==> src/hw/rx_los_cdr_pkg.sv <==
// Shared constants for the receive loss-of-signal and recovery-loop control block
package rx_los_cdr_pkg;

    // ========================================================================
    // Loss-of-signal detection
    // ========================================================================
    localparam int unsigned LOS_DECLARE_BITS      = 128;
    localparam int unsigned LOS_WINDOW_BITS       = 128;
    localparam int unsigned LOS_CLEAR_TRANSITIONS = 16;
    localparam int unsigned LOS_COUNT_W           = 8;
    localparam logic [LOS_COUNT_W-1:0] LOS_RUN_LIMIT   = LOS_COUNT_W'(LOS_DECLARE_BITS);
    localparam logic [LOS_COUNT_W-1:0] LOS_CLEAR_LIMIT = LOS_COUNT_W'(LOS_CLEAR_TRANSITIONS);
    localparam logic [LOS_COUNT_W-1:0] LOS_COUNT_ZERO  = 8'h00;
    localparam logic [LOS_COUNT_W-1:0] LOS_COUNT_ONE   = 8'h01;

    // ========================================================================
    // Deserializer and input sampling
    // ========================================================================
    localparam int unsigned BYTE_BITS  = 8;
    localparam int unsigned BIT_CNT_W  = 3;
    localparam logic [BIT_CNT_W-1:0] BIT_CNT_LAST = 3'h7;
    localparam logic [BIT_CNT_W-1:0] BIT_CNT_ZERO = 3'h0;
    localparam logic [BYTE_BITS-1:0] MUTE_BYTE    = 8'h00;
    localparam int unsigned SYNC_W     = 9;

    // Positions in the synchronised pin vector
    localparam int unsigned SY_SERIAL   = 0;
    localparam int unsigned SY_EXTCLK   = 1;
    localparam int unsigned SY_EXTLOS_N = 2;
    localparam int unsigned SY_BYPASS   = 3;
    localparam int unsigned SY_LOSDIS   = 4;
    localparam int unsigned SY_RATE     = 5;
    localparam int unsigned SY_FREQSEL  = 6;
    localparam int unsigned SY_REFSEL   = 7;
    localparam int unsigned SY_INRANGE  = 8;

    // ========================================================================
    // Recovery loop states
    // ========================================================================
    typedef enum logic [0:0] {
        LOOP_LOCK_REF,
        LOOP_LOCK_DATA
    } loop_state_t;

endpackage

==> src/hw/los_detector.sv <==
// Transition-based internal loss-of-signal detector on the serial bit stream
`timescale 1ns/100ps
module los_detector
    import rx_los_cdr_pkg::*;
(
    input  wire logic clk_i,
    input  wire logic reset_i,
    input  wire logic bit_valid_i,
    input  wire logic bit_i,
    input  wire logic disable_i,
    output logic      los_o
);

    logic                       last_bit_reg;
    logic [LOS_WINDOW_BITS-1:0] history_reg;
    logic [LOS_COUNT_W-1:0]     window_count_reg;
    logic [LOS_COUNT_W-1:0]     run_count_reg;
    logic [LOS_COUNT_W-1:0]     window_count_next;
    logic [LOS_COUNT_W-1:0]     run_count_next;
    logic                       transition;
    logic                       oldest;

    assign transition = bit_i ^ last_bit_reg;
    assign oldest     = history_reg[LOS_WINDOW_BITS-1];

    always_comb begin
        // Sliding window count: add the newest transition, drop the oldest
        window_count_next = window_count_reg + LOS_COUNT_W'(transition) - LOS_COUNT_W'(oldest);
        if (transition) begin
            run_count_next = LOS_COUNT_ZERO;
        end else if (run_count_reg > LOS_RUN_LIMIT) begin
            run_count_next = run_count_reg; // Saturate once beyond the limit
        end else begin
            run_count_next = run_count_reg + LOS_COUNT_ONE;
        end
    end

    // ========================================================================
    // Counters and history, advanced once per received bit
    // ========================================================================
    always_ff @(posedge clk_i or posedge reset_i) begin
        if (reset_i) begin
            last_bit_reg     <= 1'b0;
            history_reg      <= '0;
            window_count_reg <= LOS_COUNT_ZERO;
            run_count_reg    <= LOS_COUNT_ZERO;
        end else if (bit_valid_i) begin
            last_bit_reg     <= bit_i;
            history_reg      <= {history_reg[LOS_WINDOW_BITS-2:0], transition};
            window_count_reg <= window_count_next;
            run_count_reg    <= run_count_next;
        end
    end

    // ========================================================================
    // Declare and clear
    // ========================================================================
    always_ff @(posedge clk_i or posedge reset_i) begin
        if (reset_i) begin
            los_o <= 1'b0;
        end else if (disable_i) begin
            los_o <= 1'b0;
        end else if (bit_valid_i) begin
            if (!los_o && run_count_next > LOS_RUN_LIMIT) begin
                los_o <= 1'b1;
            end else if (los_o && window_count_next >= LOS_CLEAR_LIMIT) begin
                los_o <= 1'b0;
            end
        end
    end

endmodule // los_detector

==> src/hw/rx_los_cdr_lock_control.sv <==
// Receive loss-of-signal, data mute and clock-recovery loop steering
//
// What this block does
// - Declare internal loss when no transition is seen for over 128 bits.
// - Clear internal loss after 16 transitions within a 128-bit sliding window.
// - Internal-detection disable high holds internal loss low; the detector's run and window counters keep counting.
// - External loss input is active low; low forces loss of signal.
// - Loss of signal is internal loss OR external loss asserted.
// - While loss is declared, all eight parallel output bits are forced to 0.
// - After start-up, lock to local reference first, then attempt data lock.
// - Recovered clock out of 500 ppm range returns the loop to reference lock.
// - During loss of lock or signal, receive clock stays reference-derived.
// - Return to data lock only if no external loss, no internal loss, in range.
// - Reference select picks main (77.76/19.44 by frequency select) or auxiliary 77.76.
// - Recovery bypass samples serial input on external recovered clock rising edge.
// - Line-rate select low means 155.52 Mbps, high means 622.08 Mbps.
`timescale 1ns/100ps
module rx_los_cdr_lock_control
    import rx_los_cdr_pkg::*;
(
    input  wire logic                 clk_i,
    input  wire logic                 reset_i,
    input  wire logic                 rx_serial_in_i,
    input  wire logic                 ext_recovered_clock_i,
    input  wire logic                 external_loss_n_i,
    input  wire logic                 recovery_bypass_i,
    input  wire logic                 internal_los_disable_i,
    input  wire logic                 line_rate_select_i,
    input  wire logic                 ref_freq_select_i,
    input  wire logic                 recovery_ref_select_i,
    input  wire logic                 freq_in_range_i,
    input  wire logic                 ref_lock_done_i,
    output logic [BYTE_BITS-1:0]      rx_parallel_out_o,
    output logic                      byte_strobe_o,
    output logic                      los_o,
    output logic                      internal_los_o,
    output logic                      data_lock_o,
    output logic                      rx_clock_from_ref_o,
    output logic                      use_aux_ref_o,
    output logic                      main_ref_is_19m44_o,
    output logic                      rate_622_o
);

    // ========================================================================
    // Pin synchronisers
    // ========================================================================
    // Three stages; a change is accepted once stages two and three agree.
    logic [SYNC_W-1:0] sync1_reg;
    logic [SYNC_W-1:0] sync2_reg;
    logic [SYNC_W-1:0] sync3_reg;
    logic [SYNC_W-1:0] pins_reg;
    logic [SYNC_W-1:0] raw_pins;
    logic [SYNC_W-1:0] settled;

    // External loss idles inactive (high) in every stage so reset does not fake a loss
    localparam logic [SYNC_W-1:0] PINS_IDLE  = SYNC_W'(1) << SY_EXTLOS_N;
    localparam logic [SYNC_W-1:0] UNFILTERED = SYNC_W'(1) << SY_SERIAL;

    assign raw_pins = {freq_in_range_i, recovery_ref_select_i, ref_freq_select_i, line_rate_select_i,
                       internal_los_disable_i, recovery_bypass_i, external_loss_n_i,
                       ext_recovered_clock_i, rx_serial_in_i};
    // Serial data already runs at one bit per clock; the agreement filter would
    // swallow single-bit runs, so it only takes the delay to stay aligned
    // with the sampled external clock
    assign settled  = ~(sync2_reg ^ sync3_reg) | UNFILTERED;

    always_ff @(posedge clk_i or posedge reset_i) begin
        if (reset_i) begin
            sync1_reg <= PINS_IDLE;
            sync2_reg <= PINS_IDLE;
            sync3_reg <= PINS_IDLE;
            pins_reg  <= PINS_IDLE;
        end else begin
            sync1_reg <= raw_pins;
            sync2_reg <= sync1_reg;
            sync3_reg <= sync2_reg;
            pins_reg  <= (sync3_reg & settled) | (pins_reg & ~settled);
        end
    end

    // ========================================================================
    // Bit sampling: bit clock, or external recovered clock in bypass
    // ========================================================================
    logic ext_clk_last_reg;
    logic bit_valid_reg;
    logic bit_reg;
    logic ext_clk_rise;

    assign ext_clk_rise = pins_reg[SY_EXTCLK] & ~ext_clk_last_reg;

    always_ff @(posedge clk_i or posedge reset_i) begin
        if (reset_i) begin
            ext_clk_last_reg <= 1'b0;
            bit_valid_reg    <= 1'b0;
            bit_reg          <= 1'b0;
        end else begin
            ext_clk_last_reg <= pins_reg[SY_EXTCLK];
            // Bypass: one bit per rising edge of the external recovered clock
            bit_valid_reg    <= pins_reg[SY_BYPASS] ? ext_clk_rise : 1'b1;
            bit_reg          <= pins_reg[SY_SERIAL];
        end
    end

    // ========================================================================
    // Loss of signal
    // ========================================================================
    logic internal_los;
    logic external_los;
    logic los_any;

    los_detector u_los_detector (
        .clk_i       (clk_i),
        .reset_i     (reset_i),
        .bit_valid_i (bit_valid_reg),
        .bit_i       (bit_reg),
        .disable_i   (pins_reg[SY_LOSDIS]),
        .los_o       (internal_los)
    );

    assign external_los = ~pins_reg[SY_EXTLOS_N];
    assign los_any      = internal_los | external_los;

    always_ff @(posedge clk_i or posedge reset_i) begin
        if (reset_i) begin
            los_o          <= 1'b0;
            internal_los_o <= 1'b0;
        end else begin
            los_o          <= los_any;
            internal_los_o <= internal_los;
        end
    end

    // ========================================================================
    // Deserializer with mute
    // ========================================================================
    logic [BYTE_BITS-1:0] shift_reg;
    logic [BIT_CNT_W-1:0] bit_cnt_reg;
    logic [BYTE_BITS-1:0] shift_next;

    assign shift_next = {shift_reg[BYTE_BITS-2:0], bit_reg};

    always_ff @(posedge clk_i or posedge reset_i) begin
        if (reset_i) begin
            shift_reg   <= MUTE_BYTE;
            bit_cnt_reg <= BIT_CNT_ZERO;
        end else if (bit_valid_reg) begin
            shift_reg   <= shift_next;
            bit_cnt_reg <= bit_cnt_reg + 3'h1;
        end
    end

    always_ff @(posedge clk_i or posedge reset_i) begin
        if (reset_i) begin
            rx_parallel_out_o <= MUTE_BYTE;
            byte_strobe_o     <= 1'b0;
        end else begin
            byte_strobe_o <= bit_valid_reg && bit_cnt_reg == BIT_CNT_LAST;
            // Mute is checked every cycle so a held byte cannot leak through
            if (los_any) begin
                rx_parallel_out_o <= MUTE_BYTE;
            end else if (bit_valid_reg && bit_cnt_reg == BIT_CNT_LAST) begin
                rx_parallel_out_o <= shift_next;
            end
        end
    end

    // ========================================================================
    // Recovery loop steering
    // ========================================================================
    loop_state_t loop_state_reg;
    logic        in_range;

    assign in_range = pins_reg[SY_INRANGE];

    always_ff @(posedge clk_i or posedge reset_i) begin
        if (reset_i) begin
            loop_state_reg <= LOOP_LOCK_REF;
        end else begin
            unique case (loop_state_reg)
                LOOP_LOCK_REF: begin
                    // Reference lock must be achieved before trying the data
                    if (ref_lock_done_i && in_range && !external_los && !internal_los) begin
                        loop_state_reg <= LOOP_LOCK_DATA;
                    end
                end
                LOOP_LOCK_DATA: begin
                    if (!in_range || los_any) begin
                        loop_state_reg <= LOOP_LOCK_REF;
                    end
                end
            endcase
        end
    end

    always_ff @(posedge clk_i or posedge reset_i) begin
        if (reset_i) begin
            data_lock_o         <= 1'b0;
            rx_clock_from_ref_o <= 1'b1;
        end else begin
            data_lock_o         <= loop_state_reg == LOOP_LOCK_DATA;
            // Framer clock never stops; it falls back to the reference
            rx_clock_from_ref_o <= loop_state_reg != LOOP_LOCK_DATA || los_any;
        end
    end

    // ========================================================================
    // Reference and rate selection
    // ========================================================================
    always_ff @(posedge clk_i or posedge reset_i) begin
        if (reset_i) begin
            use_aux_ref_o       <= 1'b0;
            main_ref_is_19m44_o <= 1'b0;
            rate_622_o          <= 1'b0;
        end else begin
            use_aux_ref_o       <= pins_reg[SY_REFSEL];
            // Frequency select is ignored while the auxiliary reference is used
            main_ref_is_19m44_o <= ~pins_reg[SY_REFSEL] & pins_reg[SY_FREQSEL];
            rate_622_o          <= pins_reg[SY_RATE];
        end
    end

endmodule // rx_los_cdr_lock_control

==> config.mk <==
export PLATFORM = sky130hd
export DESIGN_NAME = rx_los_cdr_lock_control
export DESIGN_NICKNAME = d
export VERILOG_FILES = /design/src/hw/rx_los_cdr_pkg.sv /design/src/hw/los_detector.sv /design/src/hw/rx_los_cdr_lock_control.sv
export SDC_FILE = /design/constraint.sdc
export NUM_CORES = 1
export LEC_CHECK = 0
export BUFFER_PORTS_ARGS = -buffer_cell sky130_fd_sc_hd__buf_2
export CORE_ASPECT_RATIO = 0.5
export CORE_MARGIN = 5
export CORE_UTILIZATION = 50
export CTS_CLUSTER_DIAMETER = 80
export CTS_CLUSTER_SIZE = 10
export DETAILED_ROUTE_END_ITERATION = 10
export PLACE_DENSITY = 0.66
export SYNTH_ARGS = -nofsm -noshare
export SYNTH_HDL_FRONTEND = slang
export SYNTH_SLANG_ARGS = --single-unit
export TNS_END_PERCENT = 10
==> constraint.sdc <==
create_clock -name clk_i -period 8.1 [get_ports clk_i]
set_input_delay 1.62 -clock clk_i [delete_from_list [all_inputs] [get_ports clk_i]]
set_output_delay 1.62 -clock clk_i [all_outputs]
set_load 0.02 [all_outputs]
==> results of run 1 <==
[where the power goes]
group | internal (W) | switching (W)
registers | 0.00121 | 0.000100
clock network | 0.000566 | 0.000393
logic | 0.000282 | 0.000295
[cell usage after synthesis, drive strengths merged (2+ instances only)]
master  number  area share (%)
nor2b        2            0.16
dfrtp      206              64
nand3        5            0.31
nor2        11            0.51
inv         19            0.89
clkbuf       8            0.37
o21a         2            0.19
a21oi       22             1.4
or2          3            0.26
nand2       31             1.4
buf         12            0.73
mux2i        4            0.50
or3b         3            0.33
o21ai       13            0.81
mux2       137              19
ha          12             1.9
xor2         3            0.33
and3         4            0.31
nand3b       2            0.19
nand2b       3            0.23
xnor2        3            0.33
dfstp        5             1.6
nand4        3            0.23
nor3         4            0.25
maj3         8            0.99
[stage by stage]
stage	hold slack, ps	total power, W	cell area (sq um)	setup slack, ps	util [%]
after floorplan	331	0.00178	8050	722	-
after global placement	332	0.00189	8380	4560	53.7
after detailed placement	335	0.00191	8380	4540	53.7
after CTS	347	0.00289	9070	5090	58.1
after global routing	355	0.00303	9070	4830	58.1
final	345	0.00285	9070	5180	58.1
[layer usage]
metal  up-vias  wire length (um)  part of all wire, %  track usage (%)
li1       1986                 -                    -                -
met1      2117              5580                   49             18.3
met2        41              5300                   46             20.2
met3        21               384                  3.4             3.23
met4         0               173                  1.5             3.22
met5         -                 0                    0                0
[worst max path at each step]
stage / start / to / slack (ps) / cells past startpoint
after global routing: reset_i / bit_valid_reg / 4830 / 3
final: bit_valid_reg / rx_parallel_out_o[1] / 5180 / 5
after CTS: reset_i / bit_valid_reg / 5090 / 3
after floorplan: reset_i / async pin / 720 / 1
after detailed placement: reset_i / bit_valid_reg / 4540 / 3
after global placement: reset_i / bit_valid_reg / 4560 / 3
[worst max-delay path: cells and delay by family, from the launching register on]
family	cells	cell delay [ps]
AOI/OAI and AO/OA	1	130
buffers and inverters	2	1110
DFF	1	1080
and+or+nand+nor	2	480
[cells by family after synthesis]
group,after synthesis
XOR/XNOR,6
AO/OA/AOI/OAI,53
multiplexers,141
adder cells (fa/ha/maj),21
flip-flops,211
buffers and inverters,40
AND/OR/NAND/NOR,74
[area by class of cell]
| type | instances | area [sq um] |
|---|---|---|
| clock buffer | 35 | 663 |
| clock inverter | 2 | 28.8 |
| inverter | 20 | 82.6 |
| timing repair buffer | 29 | 150 |
| tap | 204 | 255 |
| multi-input combinational | 295 | 2600 |
| fill | 1259 | 6540 |
| sequential | 211 | 5290 |
==> summary.md, run 1 <==
| Metric | Value |
|---|---|
| Leakage | `4.38 nW` |
| Reg2Reg Depth | `5` |
| Max FFs per register | `128` |
| Die height | `99.7 um` |
| N_diodes | `0` |
| Async SR Flop Fraction | `100%` |
| TNS Setup | `0 ps` |
| Clk_skew | `8.53 ps` |
| Most frequent cells in the layout | `dfrtp_1, mux2_2, nand2_1` |
| Root buf cell | `clkbuf_16` |
| Most frequent cell on the critical path | `nand2_1` |
| # IOs | `28` |
| Post-Synth Simple-Gate Area | `4.54%` |
| Synth Area per Inst | `14.8 sq um` |
| Mux share of post-synthesis cell area | `19.7%` |
| Reg2reg setup slack | `5180 ps` |
| Reg2Reg Launch Point | `bit_valid_reg` |
| H-tree depth | `1` |
| Post-Syn Instances | `546` |
| Post-CTS Resized | `0` |
| Hold Path Cell Cnt | `0` |
| Fin cells | `796` |
| Fmax | `342 MHz` |
| Die area | `0.0189 sq mm` |
| Synth Warn # | `0` |
| Syn nets | `571` |
| Post-Synth Adder-Cell Area | `3.11%` |
| Vias/cell | `5.23` |
| CTS Buf Count | `25` |
| Starting density of the core | `51.6%` |
| DR iter-0 viols | `166` |
| CTS clk-pin slew, worst paths | `60 ps` |
| Max Cap Viol | `0` |
| Cell chain of the critical path | `buf_4 > nand2_1 > clkinv_1 > nand2_1 > a21oi_1` |
| Power density over the cells | `314 mW/mm^2` |
| GRT Overall Usage | `12.9%` |
| Hpwl dp | `6.70 mm` |
| Area Growth Syn to Fin | `12.7%` |
| Synthesized flop and latch total | `211` |
| CP required | `8520 ps` |
| GPL Wtd Cong | `0.749` |
| Clk Latency, worst-skew pair | `510 ps` |
| CTS max path bufs | `3` |
| Peak supply drop | `0.000255 V` |
| Drt drc | `0` |
| Crit share post-route | `36.1%` |
| Outcome | `complete, no violations` |
| Initial antenna violation count | `0` |
| Post-Synth XOR/XNOR Area | `0.652%` |
| RSZ-0062 raised after global routing | `false` |
| Total gr overflow | `0` |
| Endpoints failing setup | `0` |
| Routed wire length per instance | `14.4 um` |
| First-pass GRT wire length | `20.7 mm` |
| CTS Sinks | `211` |
| Detailed Routing Iterations Pass 1 | `4` |
| Die X | `189 um` |
| Post-Place Cells | `759` |
| CP startpoint kind | `flop` |
| Slowest stage delay, CP | `1080 ps` |
| Synthesized cell area | `0.00805 sq mm` |
| EDFF count, synth | `0` |
| Largest net degree at the start of global routing | `137` |
| Prevailing post-synth register cell | `dfrtp_1` |
| Slew margin rel. | `32.8%` |
| CP max FO | `83` |
| Largest family of logic cells by synthesized area | `multiplexers` |
| Port bufs | `27` |
| Tmin final | `2920 ps` |
| DRT antenna net count | `0` |
| Via count | `4165` |
| WP data arrival | `3340 ps` |
| Core box area | `0.0156 sq mm` |
| # hold bufs at CTS | `0` |
| Share of layout cells above drive strength 1 | `35.6%` |
| Crit Reg-Reg Endpoint | `rx_parallel_out_o[1]` |
| CP Capture Type | `flop` |
| Final #Nets | `607` |
| Commonest non-fill, non-tap cell in the layout | `dfrtp_1` |
| Final wirelength | `11.4 mm` |
| Max Slew Vio Count | `0` |
| Hold Fails Final Rpt | `0` |
| Hold Path Sink | `sync2_reg[1]` |
| Vias in the first global route | `4342` |
| CTS tree | `yes` |
| Setup CP Type | `reg -> reg` |
| Class of the worst hold path | `reg -> reg` |
| Post-CTS setup buffer count | `0` |
| Fraction of the mapped netlist area in compound gates | `4.38%` |
| Slew @ Worst Pin | `1010 ps` |
| Min-delay src | `sync1_reg[1]` |
| CP max stage cell | `dfrtp_4` |
| Synth unique cells | `48` |
| Register area share after synthesis | `65.6%` |
| FP Rows | `32` |
No activity file was read; power rests on OpenSTA's default activity.
==> inputs of run 2 (changes only) <==
==> constraint.sdc (replaced) <==
create_clock -name clk_i -period 2.87 [get_ports clk_i]
set_input_delay 0.574 -clock clk_i [delete_from_list [all_inputs] [get_ports clk_i]]
set_output_delay 0.574 -clock clk_i [all_outputs]
set_load 0.02 [all_outputs]
==> run 2 against run 1 <==
Die area unchanged. Clock power increased to 2.8 times the previous value. First-iteration DRC count increased by 24%. Critical endpoint is now u_los_detector.los_o.
==> summary.md, run 2 (same netlist as run 1, synthesis figures left out) <==
| Metric | Value |
|---|---|
| DR iter-0 viols | `206` |
| N_diodes | `0` |
| WP data arrival | `2760 ps` |
| Total gr overflow | `0` |
| CP Capture Type | `flop` |
| Post-CTS Resized | `0` |
| CP max FO | `4` |
| Most frequent cells in the layout | `dfrtp_1, mux2_2, nand2_1` |
| Clk Latency, worst-skew pair | `500 ps` |
| # hold bufs at CTS | `0` |
| Hpwl dp | `6.69 mm` |
| Reg2Reg Launch Point | `u_los_detector.history_reg[127]` |
| CTS Buf Count | `25` |
| Starting density of the core | `51.6%` |
| Reg2Reg Depth | `9` |
| Vias in the first global route | `4408` |
| Peak supply drop | `0.000404 V` |
| Root buf cell | `clkbuf_16` |
| Final #Nets | `610` |
| Max Slew Vio Count | `0` |
| DRT antenna net count | `0` |
| Die height | `99.7 um` |
| GRT Overall Usage | `13.1%` |
| Slew margin rel. | `56.1%` |
| H-tree depth | `1` |
| Area Growth Syn to Fin | `13.5%` |
| Outcome | `complete, no violations` |
| Clk_skew | `10.4 ps` |
| Drt drc | `0` |
| Routed wire length per instance | `14.3 um` |
| CTS tree | `yes` |
| Port bufs | `27` |
| Via count | `4211` |
| Post-CTS setup buffer count | `0` |
| Reg2reg setup slack | `530 ps` |
| Leakage | `4.41 nW` |
| Crit Reg-Reg Endpoint | `u_los_detector.los_o` |
| Cell chain of the critical path | `ha_1 > inv_1 > ha_1 > fa_1 > nand3_1 > a221o_1 > a221oi_1 > a41oi_1 > a311oi_2` |
| RSZ-0062 raised after global routing | `false` |
| Slowest stage delay, CP | `380 ps` |
| First-pass GRT wire length | `21.1 mm` |
| Final wirelength | `11.4 mm` |
| Power density over the cells | `881 mW/mm^2` |
| Finished Cell Area | `0.00914 sq mm` |
| Placed standard-cell area | `0.00845 sq mm` |
| Fmax | `427 MHz` |
| Initial antenna violation count | `0` |
| CTS Sinks | `211` |
| CTS clk-pin slew, worst paths | `60 ps` |
| Max Cap Viol | `0` |
| GPL Wtd Cong | `0.818` |
| Commonest non-fill, non-tap cell in the layout | `dfrtp_1` |
| CP max stage cell | `dfrtp_1` |
| Hold Fails Final Rpt | `0` |
| Max FFs per register | `128` |
| Share of layout cells above drive strength 1 | `36.0%` |
| # IOs | `28` |
| Hold slack | `66.2 ps` |
| CP startpoint kind | `flop` |
| Die area | `0.0189 sq mm` |
| Vias/cell | `5.28` |
| Most frequent cell on the critical path | `ha_1` |
| Setup CP Type | `reg -> reg` |
| Largest net degree at the start of global routing | `134` |
| Class of the worst hold path | `in -> async` |
| Endpoints failing setup | `0` |
| FP Rows | `32` |
| CTS max path bufs | `3` |
| Crit share post-route | `81.7%` |
| Slew @ Worst Pin | `659 ps` |
| Detailed Routing Iterations Pass 1 | `6` |
| Core box area | `0.0156 sq mm` |
| CP required | `3280 ps` |
| Tmin final | `2340 ps` |
| Die X | `189 um` |
## run 2: changes by cell type in the layout (fill, tap and decap cells not counted), sizes merged
| cell | delta |
|---|---|
| clkinvlp | +1 |
| buf | +3 |
| inv | -1 |
| clkbuf | -1 |
## run 2: final cells by class
| cell class | instances | area [sq um] |
|---|---|---|
| tap | 204 | 255 |
| sequential | 211 | 5290 |
| multi-input combinational | 295 | 2600 |
| clock inverter | 2 | 28.8 |
| fill | 1245 | 6480 |
| inverter | 20 | 78.8 |
| timing repair buffer | 32 | 223 |
| clock buffer | 34 | 659 |
## run 2: stage by stage
stage	utilization, %	power (W)	setup WS [ps]	setup TNS, ps	std cells
4_1_cts	58.5	0.00817	499	0	798
5_1_grt	58.5	0.00857	371	0	798
6_report	58.5	0.00805	526	0	798
2_1_floorplan	-	0.00504	-442	-91080	546
3_5_place_dp	54.1	0.00540	526	0	762
3_3_place_gp	54.1	0.00535	585	0	762
## run 2: power breakdown
part | total [W] | switching [W] | internal (W)
registers | 0.00368 | 0.000251 | 0.00342
logic | 0.00168 | 0.000867 | 0.000809
clock network | 0.00270 | 0.00111 | 0.00159
## run 2: critical path: cells and delay by family, from the launching register on
kind / cells / cell delay [ps]
adder cells (fa/ha/maj): 3 / 710
AND/OR/NAND/NOR: 1 / 140
buffers and inverters: 1 / 60
AO/OA/AOI/OAI: 4 / 960
flip-flops: 1 / 380
## run 2: how the worst max path moves through the flow
stage / end / start / cells past startpoint
final: u_los_detector.los_o / u_los_detector.history_reg[127] / 9
after global routing: u_los_detector.los_o / u_los_detector.window_count_reg[0] / 10
after CTS: u_los_detector.los_o / u_los_detector.history_reg[127] / 9
after detailed placement: u_los_detector.los_o / u_los_detector.history_reg[127] / 9
after global placement: u_los_detector.los_o / u_los_detector.window_count_reg[0] / 10
after floorplan: async pin / reset_i / 1
## run 2: layer usage
layer / vias to the layer above / GRT usage (%) / wire, um
li1: 1993 / - / -
met1: 2148 / 18.8 / 5610
met2: 53 / 20.5 / 5250
met3: 17 / 2.91 / 387
met4: 0 / 3.33 / 155
met5: - / 0 / 0
==> inputs of run 3 (changes only) <==
==> constraint.sdc (replaced) <==
create_clock -name clk_i -period 2.2 [get_ports clk_i]
set_input_delay 0.44 -clock clk_i [delete_from_list [all_inputs] [get_ports clk_i]]
set_output_delay 0.44 -clock clk_i [all_outputs]
set_load 0.02 [all_outputs]
==> run 3 against run 2 <==
Global-route usage is essentially flat. Core utilization is 0.85 points higher. Total power is 32% higher. Critical path depth shrank 1. Sequential share of layout area fell by 0.83 points. Fmax rose by 7.2%. Final cell count grew 0.88%. Clock power increased by 30%. Via count down 1.3%.
==> summary.md, run 3 (same netlist as run 1, synthesis figures left out) <==
| Metric | Value |
|---|---|
| Outcome | `complete, no violations` |
| CP max FO | `4` |
| Tot Pwr | `0.0107 W` |
| Total gr overflow | `0` |
| Final #Nets | `617` |
| WP data arrival | `2600 ps` |
| Final wirelength | `11.4 mm` |
| Placed standard-cell area | `0.00851 sq mm` |
| Leakage | `4.45 nW` |
| Tmin final | `2190 ps` |
| Clk Latency, worst-skew pair | `510 ps` |
| Die X | `189 um` |
| RSZ-0062 raised after global routing | `true` |
| CTS Buf Count | `25` |
| Core box area | `0.0156 sq mm` |
| Root buf cell | `clkbuf_16` |
| GRT Overall Usage | `13.1%` |
| CP startpoint kind | `flop` |
| Class of the worst hold path | `in -> reg` |
| CP Capture Type | `flop` |
| GPL Wtd Cong | `0.803` |
| Max FFs per register | `128` |
| Slew @ Worst Pin | `520 ps` |
| Power density over the cells | `1150 mW/mm^2` |
| Largest net degree at the start of global routing | `63` |
| Via count | `4156` |
| FP Rows | `32` |
| Port bufs | `27` |
| Finished Cell Area | `0.00927 sq mm` |
| Max Slew Vio Count | `0` |
| Fin cells | `805` |
| Die area | `0.0189 sq mm` |
| Commonest non-fill, non-tap cell in the layout | `dfrtp_1` |
| Vias/cell | `5.16` |
| CTS tree | `yes` |
| CTS Sinks | `211` |
| Hpwl dp | `6.99 mm` |
| Die height | `99.7 um` |
| First-pass GRT wire length | `21.0 mm` |
| DRT antenna net count | `0` |
| # IOs | `28` |
| CTS max path bufs | `3` |
| Hold Fails Final Rpt | `0` |
| Endpoints failing setup | `0` |
| Peak supply drop | `0.000723 V` |
| Final core utilization | `59.4%` |
| Most frequent cells in the layout | `dfrtp_1, mux2_2, nand2_1` |
| Fmax | `457 MHz` |
| H-tree depth | `1` |
| Detailed Routing Iterations Pass 1 | `4` |
| Routed wire length per instance | `14.2 um` |
| Slew margin rel. | `65.3%` |
| Area Growth Syn to Fin | `15.1%` |
| CP required | `2610 ps` |
| Vias in the first global route | `4393` |
| Clk_skew | `8.43 ps` |
| DR iter-0 viols | `205` |
| CTS clk-pin slew, worst paths | `60 ps` |
| Post-Place Cells | `767` |
| Starting density of the core | `51.6%` |
| Crit share post-route | `99.4%` |
| Setup CP Type | `reg -> reg` |
| Drt drc | `0` |
| TNS Setup | `0 ps` |
| Initial antenna violation count | `0` |
| Max Cap Viol | `0` |
| N_diodes | `0` |
| Share of layout cells above drive strength 1 | `38.1%` |
[run 3: per-layer routing]
metal	vias up	part of all wire [%]	wire, um	GRT usage (%)
met4	0	1.2	136	2.94
met2	47	45	5130	20.1
met5	-	0	0	0
met1	2093	50	5740	19.0
li1	2005	-	-	-
met3	11	3.7	418	3.26
[run 3: critical path, stage by stage (launching register included)]
cell,delay [ps]
dfrtp_1,390
xor2_1,270
ha_4,190
fa_2,220
nand3_2,90
a221o_1,320
a221oi_2,260
a41oi_2,150
a311oi_2,200
[run 3: through the flow]
stage / setup slack (ps) / hold WS [ps]
finish: 13.6 / 37.9
floorplan: -978 / 331
global placement: -60.4 / 332
global route: -85.8 / 12.3
CTS: -30.9 / 13.8
detailed placement: -95.8 / 335
[run 3: path summary, 6_finish.rpt]
check	startpoint	endpoint	slack, ps	depth (start not counted)
min	ref_freq_select_i	sync1_reg[6]	40	1
min reg2reg	sync1_reg[7]	sync2_reg[7]	340	0
max	shift_reg[0]	u_los_detector.los_o	10	8
max reg2reg	shift_reg[0]	u_los_detector.los_o	10	8
max in group asynchronous	reset_i	u_los_detector.history_reg[122]	1000	4
min in group asynchronous	reset_i	sync2_reg[3]	530	3
[run 3: repair_timing]
action                                 in CTS  in global routing
endpoints found under the hold margin      17                  0
pin swaps                                   3                  4
gates cloned                                0                  0
hold buffers                                1                  0
buffers inserted                            0                  1
gates resized for setup                     5                  6
setup endpoints to repair                   2                  2
[run 3: layout make-up]
type / count / area [sq um]
fill: 1212 / 6340
sequential: 211 / 5290
multi-input combinational: 295 / 2650
clock buffer: 34 / 659
timing repair buffer: 39 / 303
tap: 204 / 255
inverter: 20 / 81.3
clock inverter: 2 / 28.8
[run 3: power by group]
| part | switching, W | internal [W] |
|---|---|---|
| clock | 0.00144 | 0.00208 |
| sequential | 0.000328 | 0.00447 |
| combinational | 0.00121 | 0.00114 |
